## config.mk

```make
export PLATFORM = sky130hd
export DESIGN_NAME = fwsr_host
export DESIGN_NICKNAME = d
export VERILOG_FILES = /design/src/fwsr_pkg.sv /design/src/fwsr_cyc_if.sv /design/src/fwsr_bus_cycle.sv /design/src/fwsr_host.sv
export VERILOG_INCLUDE_DIRS = /design/src
export SDC_FILE = /design/constraint.sdc
export NUM_CORES = 1
export LEC_CHECK = 0
export BUFFER_PORTS_ARGS = -buffer_cell sky130_fd_sc_hd__buf_2
export CAP_MARGIN = 20
export CORE_MARGIN = 1.5
export CORE_UTILIZATION = 45
export DETAILED_ROUTE_END_ITERATION = 8
export GPL_TIMING_DRIVEN = 0
export HOLD_SLACK_MARGIN = 0.03
export PLACE_DENSITY = 0.67
export SYNTH_ARGS = -nofsm -noshare
export SYNTH_HDL_FRONTEND = slang
export SYNTH_HIERARCHICAL = 1
export SYNTH_SLANG_ARGS = --single-unit
```

## constraint.sdc

```tcl
create_clock -name clk -period 2.65 [get_ports clk]
set_clock_uncertainty 0.05 [all_clocks]
set_input_delay 0.1325 -clock clk [delete_from_list [all_inputs] [get_ports clk]]
set_output_delay 0.1325 -clock clk [all_outputs]
set_load 0.005 [all_outputs]
```

## src/fwsr_cfg.svh

```systemverilog
`ifndef FWSR_CFG_SVH
`define FWSR_CFG_SVH
// Software register offsets (byte addresses, one word each).
`define FWSR_OFF_CTRL 8'h00
`define FWSR_OFF_ADDR 8'h04
`define FWSR_OFF_STAT 8'h08
`define FWSR_OFF_DATA 8'h0C
// Control register fields.
`define FWSR_CTRL_START 0
`define FWSR_CTRL_RESET 1
`define FWSR_CTRL_ABORT 2
`define FWSR_CTRL_SECTOR 3
// Status register fields.
`define FWSR_ST_BUSY 0
`define FWSR_ST_DONE 1
`define FWSR_ST_FAIL 2
`define FWSR_ST_WINDOW 3
`define FWSR_ST_ABORTED 4
`define FWSR_ST_READY 5
// Status bit positions in the flash data byte.
`define FWSR_BIT_POLL 7
`define FWSR_BIT_TOGGLE 6
`define FWSR_BIT_TIMEOUT 5
`define FWSR_BIT_WINDOW 3
`define FWSR_BIT_STOGGLE 2
`define FWSR_BIT_ABORT 1
// Flash bus timing, cycles of the 10 ns clock.
`define FWSR_CLK_NS 10
`define FWSR_T_ACC_NS 100
`define FWSR_ACC_CYC ((`FWSR_T_ACC_NS + `FWSR_CLK_NS - 1) / `FWSR_CLK_NS)
`define FWSR_T_WR_NS 50
`define FWSR_WR_CYC ((`FWSR_T_WR_NS + `FWSR_CLK_NS - 1) / `FWSR_CLK_NS)
`define FWSR_T_GAP_NS 30
`define FWSR_GAP_CYC ((`FWSR_T_GAP_NS + `FWSR_CLK_NS - 1) / `FWSR_CLK_NS)
// Reset command word and the abort reset sequence.
`define FWSR_CMD_RESET 16'h00F0
`define FWSR_UNLOCK_A 12'h555
`define FWSR_UNLOCK_B 12'h2AA
`define FWSR_DATA_AA 16'h00AA
`define FWSR_DATA_55 16'h0055
`endif

```

## src/fwsr_pkg.sv

```systemverilog
package fwsr_pkg;
    typedef enum logic [1:0] {FWSR_IDLE, FWSR_READ, FWSR_WRITE, FWSR_GAP} fwsr_bus_t;
    typedef enum logic [3:0] {FWSR_S_IDLE, FWSR_S_RD1, FWSR_S_RD2, FWSR_S_EVAL, FWSR_S_RD3,
                              FWSR_S_EVAL2, FWSR_S_RST, FWSR_S_AB1, FWSR_S_AB2,
                              FWSR_S_AB3, FWSR_S_WIN} fwsr_seq_t;
endpackage : fwsr_pkg

```

## src/fwsr_cyc_if.sv

```systemverilog
`timescale 1ns/1ps
interface fwsr_cyc_if #(parameter int AW = 22, parameter int DW = 16);
    logic req;
    logic wr;
    logic [AW-1:0] addr;
    logic [DW-1:0] wdata;
    logic done;
    logic [DW-1:0] rdata;
    modport seq (output req, output wr, output addr, output wdata, input done, input rdata);
    modport bus (input req, input wr, input addr, input wdata, output done, output rdata);
endinterface : fwsr_cyc_if

```

## src/fwsr_bus_cycle.sv

```systemverilog
`timescale 1ns/1ps
`include "fwsr_cfg.svh"
module fwsr_bus_cycle
    import fwsr_pkg::*;
#(
    parameter int AW = 22,
    parameter int DW = 16
)(
    // Clock and reset
    input wire logic clk,
    input wire logic rst_n,
    input wire logic clk_en,
    // Cycle request
    fwsr_cyc_if.bus cyc,
    // Flash pins
    output logic chip_select_n,
    output logic output_strobe_n,
    output logic write_strobe_n,
    output logic [AW-1:0] flash_addr,
    output logic [DW-1:0] flash_dq_out,
    output logic flash_dq_oe,
    input wire logic [DW-1:0] flash_dq_in
);
    localparam logic [3:0] ACC = 4'(`FWSR_ACC_CYC);
    localparam logic [3:0] WRC = 4'(`FWSR_WR_CYC);
    localparam logic [3:0] GAP = 4'(`FWSR_GAP_CYC);
    fwsr_bus_t st_q;
    logic [3:0] cnt_q;
    logic [DW-1:0] rd_q;
    logic [AW-1:0] a_q;
    logic [DW-1:0] w_q;
    wire last = (cnt_q == 4'h1);

    // A gap with both strobes high separates cycles so each read is a new read cycle.
    always_ff @(posedge clk or negedge rst_n)
    begin
        if (!rst_n)
        begin
            st_q <= FWSR_IDLE;
            cnt_q <= 4'h0;
            rd_q <= '0;
            a_q <= '0;
            w_q <= '0;
        end
        else if (clk_en)
        begin
            unique case (st_q)
                FWSR_IDLE:
                    if (cyc.req)
                    begin
                        st_q <= cyc.wr ? FWSR_WRITE : FWSR_READ;
                        cnt_q <= cyc.wr ? WRC : ACC;
                        a_q <= cyc.addr;
                        w_q <= cyc.wdata;
                    end
                FWSR_READ, FWSR_WRITE:
                begin
                    cnt_q <= cnt_q - 4'h1;
                    if (last)
                    begin
                        if (st_q == FWSR_READ)
                            rd_q <= flash_dq_in;
                        st_q <= FWSR_GAP;
                        cnt_q <= GAP;
                    end
                end
                FWSR_GAP:
                begin
                    cnt_q <= cnt_q - 4'h1;
                    if (last)
                        st_q <= FWSR_IDLE;
                end
            endcase
        end
    end

    assign cyc.done = clk_en && (st_q == FWSR_GAP) && last;
    assign cyc.rdata = rd_q;
    assign chip_select_n = !(st_q == FWSR_READ || st_q == FWSR_WRITE);
    assign output_strobe_n = (st_q != FWSR_READ);
    assign write_strobe_n = (st_q != FWSR_WRITE);
    assign flash_addr = a_q;
    assign flash_dq_out = w_q;
    assign flash_dq_oe = (st_q == FWSR_WRITE);
endmodule : fwsr_bus_cycle

```

## src/fwsr_host.sv

```systemverilog
// Functional notes
// - Host reads status twice and compares; unchanged toggle means complete.
// - Toggling with timeout bit high: recheck, still toggling means fail and reset.
// - Resuming polling after other work restarts from the first read.
// - After timeout the host writes the reset command.
// - Sector erase commands closer than 50 us need no window check.
// - Host checks window bit before and after each added sector command; this host reads it only after a completed poll with the sector bit set.
// - Buffer abort bit set on abort; host sends the abort reset sequence.
// - Host polls at a valid address, the last loaded buffer address.
`timescale 1ns/1ps
`include "fwsr_cfg.svh"
module fwsr_host
    import fwsr_pkg::*;
#(
    parameter int AW = 22,
    parameter int DW = 16
)(
    // Clock and reset
    input wire logic clk,
    input wire logic rst_n,
    input wire logic clk_en,
    // Software register port
    input wire logic [7:0] reg_addr,
    input wire logic [31:0] reg_wdata,
    input wire logic reg_wr,
    input wire logic reg_rd,
    output logic [31:0] reg_rdata,
    // Flash pins
    output logic chip_select_n,
    output logic output_strobe_n,
    output logic write_strobe_n,
    output logic [AW-1:0] flash_addr,
    output logic [DW-1:0] flash_dq_out,
    output logic flash_dq_oe,
    input wire logic [DW-1:0] flash_dq_in,
    input wire logic ready_busy_out
);
    fwsr_cyc_if #(.AW(AW), .DW(DW)) cyc ();

    fwsr_bus_cycle #(.AW(AW), .DW(DW)) u_bus (
        .clk(clk),
        .rst_n(rst_n),
        .clk_en(clk_en),
        .cyc(cyc.bus),
        .chip_select_n(chip_select_n),
        .output_strobe_n(output_strobe_n),
        .write_strobe_n(write_strobe_n),
        .flash_addr(flash_addr),
        .flash_dq_out(flash_dq_out),
        .flash_dq_oe(flash_dq_oe),
        .flash_dq_in(flash_dq_in)
    );

    fwsr_seq_t st_q;
    logic [AW-1:0] poll_addr_q;
    logic [DW-1:0] first_q;
    logic [DW-1:0] last_q;
    logic busy_q;
    logic done_q;
    logic fail_q;
    logic window_q;
    logic aborted_q;
    logic sector_q;
    logic [31:0] rdata_q;

    wire wr_ctrl = reg_wr && (reg_addr == `FWSR_OFF_CTRL);
    wire wr_addr = reg_wr && (reg_addr == `FWSR_OFF_ADDR);
    wire go_poll = wr_ctrl && reg_wdata[`FWSR_CTRL_START];
    wire go_reset = wr_ctrl && reg_wdata[`FWSR_CTRL_RESET];
    wire go_abort = wr_ctrl && reg_wdata[`FWSR_CTRL_ABORT];
    wire idle = (st_q == FWSR_S_IDLE);
    wire cyc_done = cyc.done;
    wire [DW-1:0] rd = cyc.rdata;

    // Sequence requests: status reads at the poll address, writes for recovery.
    wire is_write = (st_q == FWSR_S_RST) || (st_q == FWSR_S_AB1) ||
                    (st_q == FWSR_S_AB2) || (st_q == FWSR_S_AB3);
    assign cyc.req = !idle && (st_q != FWSR_S_EVAL) && (st_q != FWSR_S_EVAL2);
    assign cyc.wr = is_write;
    assign cyc.addr = (st_q == FWSR_S_AB1 || st_q == FWSR_S_AB3) ? AW'(`FWSR_UNLOCK_A) :
                      (st_q == FWSR_S_AB2) ? AW'(`FWSR_UNLOCK_B) :
                      (st_q == FWSR_S_RST) ? '0 : poll_addr_q;
    assign cyc.wdata = (st_q == FWSR_S_AB1) ? DW'(`FWSR_DATA_AA) :
                       (st_q == FWSR_S_AB2) ? DW'(`FWSR_DATA_55) : DW'(`FWSR_CMD_RESET);

    always_ff @(posedge clk or negedge rst_n)
    begin
        if (!rst_n)
        begin
            st_q <= FWSR_S_IDLE;
            poll_addr_q <= '0;
            first_q <= '0;
            last_q <= '0;
            busy_q <= 1'b0;
            done_q <= 1'b0;
            fail_q <= 1'b0;
            window_q <= 1'b0;
            aborted_q <= 1'b0;
            sector_q <= 1'b0;
        end
        else if (clk_en)
        begin
            if (wr_addr)
                poll_addr_q <= AW'(reg_wdata);
            unique case (st_q)
                FWSR_S_IDLE:
                    if (go_poll)
                    begin
                        // Every new poll starts from its first read.
                        st_q <= FWSR_S_RD1;
                        busy_q <= 1'b1;
                        done_q <= 1'b0;
                        fail_q <= 1'b0;
                        aborted_q <= 1'b0;
                        // Software that spaces its erase commands tightly may skip the window read.
                        sector_q <= reg_wdata[`FWSR_CTRL_SECTOR];
                    end
                    else if (go_reset)
                    begin
                        st_q <= FWSR_S_RST;
                        busy_q <= 1'b1;
                    end
                    else if (go_abort)
                    begin
                        st_q <= FWSR_S_AB1;
                        busy_q <= 1'b1;
                    end
                FWSR_S_RD1:
                    if (cyc_done)
                    begin
                        first_q <= rd;
                        st_q <= FWSR_S_RD2;
                    end
                FWSR_S_RD2:
                    if (cyc_done)
                    begin
                        last_q <= rd;
                        st_q <= FWSR_S_EVAL;
                    end
                FWSR_S_EVAL:
                begin
                    // Compare the last two reads: RD1 or the previous RD2, and RD2.
                    if (!(last_q[`FWSR_BIT_TOGGLE] ^ first_q[`FWSR_BIT_TOGGLE]))
                    begin
                        st_q <= sector_q ? FWSR_S_WIN : FWSR_S_IDLE;
                        busy_q <= sector_q;
                        done_q <= !sector_q;
                    end
                    else if (last_q[`FWSR_BIT_ABORT])
                    begin
                        aborted_q <= 1'b1;
                        st_q <= FWSR_S_AB1;
                    end
                    else if (last_q[`FWSR_BIT_TIMEOUT])
                    begin
                        first_q <= last_q;
                        st_q <= FWSR_S_RD3;
                    end
                    else
                    begin
                        first_q <= last_q;
                        st_q <= FWSR_S_RD2;
                    end
                end
                FWSR_S_RD3:
                    if (cyc_done)
                    begin
                        last_q <= rd;
                        st_q <= FWSR_S_EVAL2;
                    end
                FWSR_S_EVAL2:
                    if (last_q[`FWSR_BIT_TOGGLE] ^ first_q[`FWSR_BIT_TOGGLE])
                    begin
                        fail_q <= 1'b1;
                        st_q <= FWSR_S_RST;
                    end
                    else
                    begin
                        done_q <= 1'b1;
                        busy_q <= 1'b0;
                        st_q <= FWSR_S_IDLE;
                    end
                FWSR_S_WIN:
                    // Window bit sampled after acceptance is confirmed.
                    if (cyc_done)
                    begin
                        window_q <= rd[`FWSR_BIT_WINDOW];
                        done_q <= 1'b1;
                        busy_q <= 1'b0;
                        st_q <= FWSR_S_IDLE;
                    end
                FWSR_S_RST:
                    if (cyc_done)
                    begin
                        busy_q <= 1'b0;
                        done_q <= 1'b1;
                        st_q <= FWSR_S_IDLE;
                    end
                FWSR_S_AB1:
                    if (cyc_done)
                        st_q <= FWSR_S_AB2;
                FWSR_S_AB2:
                    if (cyc_done)
                        st_q <= FWSR_S_AB3;
                FWSR_S_AB3:
                    if (cyc_done)
                    begin
                        busy_q <= 1'b0;
                        done_q <= 1'b1;
                        st_q <= FWSR_S_IDLE;
                    end
                default:
                    st_q <= FWSR_S_IDLE;
            endcase
        end
    end

    // Read mux; data appears the cycle after the strobe.
    wire [31:0] stat_word = {26'h0, ready_busy_out, aborted_q, window_q, fail_q, done_q,
                             busy_q};
    wire [31:0] rd_mux = (reg_addr == `FWSR_OFF_ADDR) ? 32'(poll_addr_q) :
                         (reg_addr == `FWSR_OFF_STAT) ? stat_word :
                         (reg_addr == `FWSR_OFF_DATA) ? {16'h0, 16'(last_q)} : 32'h0;
    always_ff @(posedge clk or negedge rst_n)
    begin
        if (!rst_n)
            rdata_q <= 32'h0;
        else if (clk_en && reg_rd)
            rdata_q <= rd_mux;
    end
    assign reg_rdata = rdata_q;
endmodule : fwsr_host

```

==> results.yml <==
global_route:
  grt_pass1_wl_um: 24210
  top_usage_layer: "met2"
  use_met2_pct: 35.27
  grt_use_met1_pct: 29.42
  grt_max_degree: 102
  antenna_found_initial: 0
  grt_pass1_vias: 4720
  met3_usage_pct: 4.658
  grt_overflow: 0
  grt_usage_pct: 22.12
status:
  status: "finished clean"
yosys:
  synth_top_area_share_pct: 53.34
  ys_types: 54
  synthArstFlopShare_pct: 100.0
  ys_ff_latch: 131
  synthCells: 517
  ys.warnings.count: 6
  synthesis.area_um2: 6146
  synth_common_cells: "131 x dfrtp_1, 79 x mux2_2, 62 x nand2_1"
  ys_seq_area_share_pct: 53.34
  synth-edff-count: 0
  synth_ff_type: "dfrtp_1"
  synth_top_area_cell: "dfrtp_1"
  synth_most_common_cell: "dfrtp_1"
  synth_area_leaders: "dfrtp_1 53%, mux2_2 14%, nand2_1 3.8%"
  synth.avg_cell_area_um2: 11.89
floorplanning:
  coreArea_um2: 13300
  dieArea_um2: 14370
  die_h_um: 119.9
  die_w_um: 119.9
  start_util_pct: 46.23
  ios: 136
  rows: 42
critical_path:
  rr_endpoint: "last_q[7]"
  critical_path_class: "flip-flop to flip-flop"
  start_kind: "flip-flop"
  cp.arrival_ps: 2730
  required_ps: 2890
  r2r_slack_ps: 160
  critPathCaptureType: "flip-flop"
  r2r_cells: 9
  rr_startpoint: "u_bus/cnt_q[1]"
  crit_fanout: 10
route:
  drc_errors: 0
  drtPass1Iterations: 4
  num_vias: 4651
  post_drt_wl_per_cell_um: 16.85
  wirelength_um: 15110
  first_iter_violations: 259
  via_per_inst: 5.185
  ant_nets: 0
sta:
  slew_headroom_pct: 44.76
  fin_crit_sh_pct: 94.04
  fmax_mhz: 401.3
  rsz0062_at_grt: "false"
  finalHoldViolCount: 0
  tightest_slew_ps: 805.5
  period_minus_slack_ps: 2492
  drv_slew: 0
  setup_viol: 0
  tns_ps: 0
layout:
  area_growth_pct: 31.05
  final.fill_count: 1074
  nNetsFinal: 777
  final_area_um2: 8054
  n_antenna_cell: 0
  layout-drive-gt1-share_pct: 37.86
  post-route-util_pct: 60.58
power:
  power_uw: 7343
  p_leak_uw: 0.004096
  cellPowerDensity_nw_per_um2: 911.7
  peakVddDrop_mv: 0.5102
flow_run:
  drv_cap: 0
clocking:
  clockBufferDepth: 2
  h-tree-depth: 4
  cts_made_buffers: 17
  cts_sinks: 131
  cts_tree: "done"
  insertion_delay_ps: 410
  path_clk_slew_ps: 60
  clockRootBuffer: "clkbuf_16"
min_path:
  whs_endpoint: "poll_addr_q[0]"
  hp-start: "reg_wdata[0]"
  min_path_cells: 3
  min_path_type: "primary input to flip-flop"
place:
  dp_hpwl_um: 10790
  place_area_um2: 7029
  portBuffers: 113
  finalWeightedCongestion: 0.8926
## area by class of cell
type / instances / area, um2 / share of cell area, %
repair buffers: 155 / 1002 / 12.44
well taps: 176 / 220.2 / 2.734
plain buffers: 36 / 221.5 / 2.750
clock buffers: 21 / 470.5 / 5.841
clock inverters: 11 / 150.1 / 1.864
flip-flops and latches: 131 / 3278 / 40.70
multi-input cells: 354 / 2663 / 33.06
inverters: 13 / 48.80 / 0.6059
## cell usage in the layout (no fill, tap or decap), drive strengths merged, types with 3 or more instances in the layout
master / netlist / layout
buf: 27 / 144
clkbuf: 9 / 30
dfrtp: 131 / 131
nand2: 62 / 62
and2: 13 / 13
bufinv: 0 / 3
nor2: 14 / 14
nor3: 5 / 5
mux2: 104 / 104
o21ai: 39 / 39
nor4: 4 / 4
conb: 1 / 18
nand2b: 4 / 4
clkinv: 0 / 4
nand4: 3 / 3
and3: 4 / 4
ha: 7 / 7
mux2i: 3 / 3
dlygate4sd3: 0 / 38
nand3: 8 / 8
nor2b: 7 / 7
inv: 13 / 15
a31oi: 3 / 3
a22oi: 16 / 16
a21oi: 10 / 10
## through the flow
stage	worst slack [ps]	std cells	hold slack (ps)
after floorplan	436.0	534	-213.1
after detailed placement	16.74	824	-14.20
final	158.1	897	46.66
after CTS	108.5	897	42.86
after global placement	-283.4	823	314.6
after global routing	26.20	897	59.72
## sequential cells by signal (all words and copies together) (netlist names)
| signal | count |
|---|---|
| last_q | 16 |
| first_q | 1 |
| window_q | 1 |
| fail_q | 1 |
| u_bus/flash_dq_out | 16 |
| done_q | 1 |
| u_bus/flash_addr | 22 |
| aborted_q | 1 |
| poll_addr_q | 22 |
| u_bus/cnt_q | 4 |
| sector_q | 1 |
| reg_rdata | 22 |
| busy_q | 1 |
| st_q | 4 |
| u_bus/cyc.rdata | 16 |
| u_bus/st_q | 2 |
## power breakdown
part	total [uW]	leakage, uW	switching [uW]	internal, uW
combinational	2190	0.00204	1110	1080
clock	2420	0.000300	857	1560
sequential	2730	0.00176	298	2430
## routing by layer
metal	vias to the layer above	routed length, um
met3	26	701
met2	139	7167
met5	-	0
met4	0	369
li1	2193	-
met1	2293	6875
## worst max-delay path by stage
stage | endpoint | start | slack (ps) | cells past startpoint
2_1_floorplan | last_q[10] | u_bus/cnt_q[1] | 440 | 8
3_3_place_gp | u_bus/flash_addr[20] | rst_n | -280 | 1
3_5_place_dp | last_q[5] | u_bus/cnt_q[1] | 20 | 8
4_1_cts | last_q[7] | u_bus/cnt_q[1] | 110 | 9
5_1_grt | last_q[7] | u_bus/cnt_q[1] | 30 | 9
6_report | last_q[7] | u_bus/cnt_q[1] | 160 | 9
## kinds of logic after synthesis
family / Yosys count / synth area share (%)
flops: 131 / 53.34
compound gates: 89 / 9.223
mux: 107 / 20.15
fa+ha+maj: 7 / 1.425
other cells: 1 / 0.06102
buf+inv: 49 / 4.397
simple gates: 129 / 10.83
xor+xnor: 4 / 0.5701
## critical path, stage by stage (launching register included)
cell and delay [ps]:
dfrtp_1 370, inv_1 100, ha_1 180, nor3b_4 320, and3_2 310, nand2_1 110, nor4_4 250, buf_4 180
buf_6 150, mux2_1 340
## timing repair
| action | CTS | global route |
|---|---|---|
| hold buffers | 38 | 0 |
| pin swaps | 1 | 0 |
| setup buffers | 3 | 0 |
| resized for setup | 0 | 1 |
| endpoints found under the setup margin | 5 | 16 |
| endpoints found under the hold margin | 169 | 0 |
(Power assumes the default switching activity.)
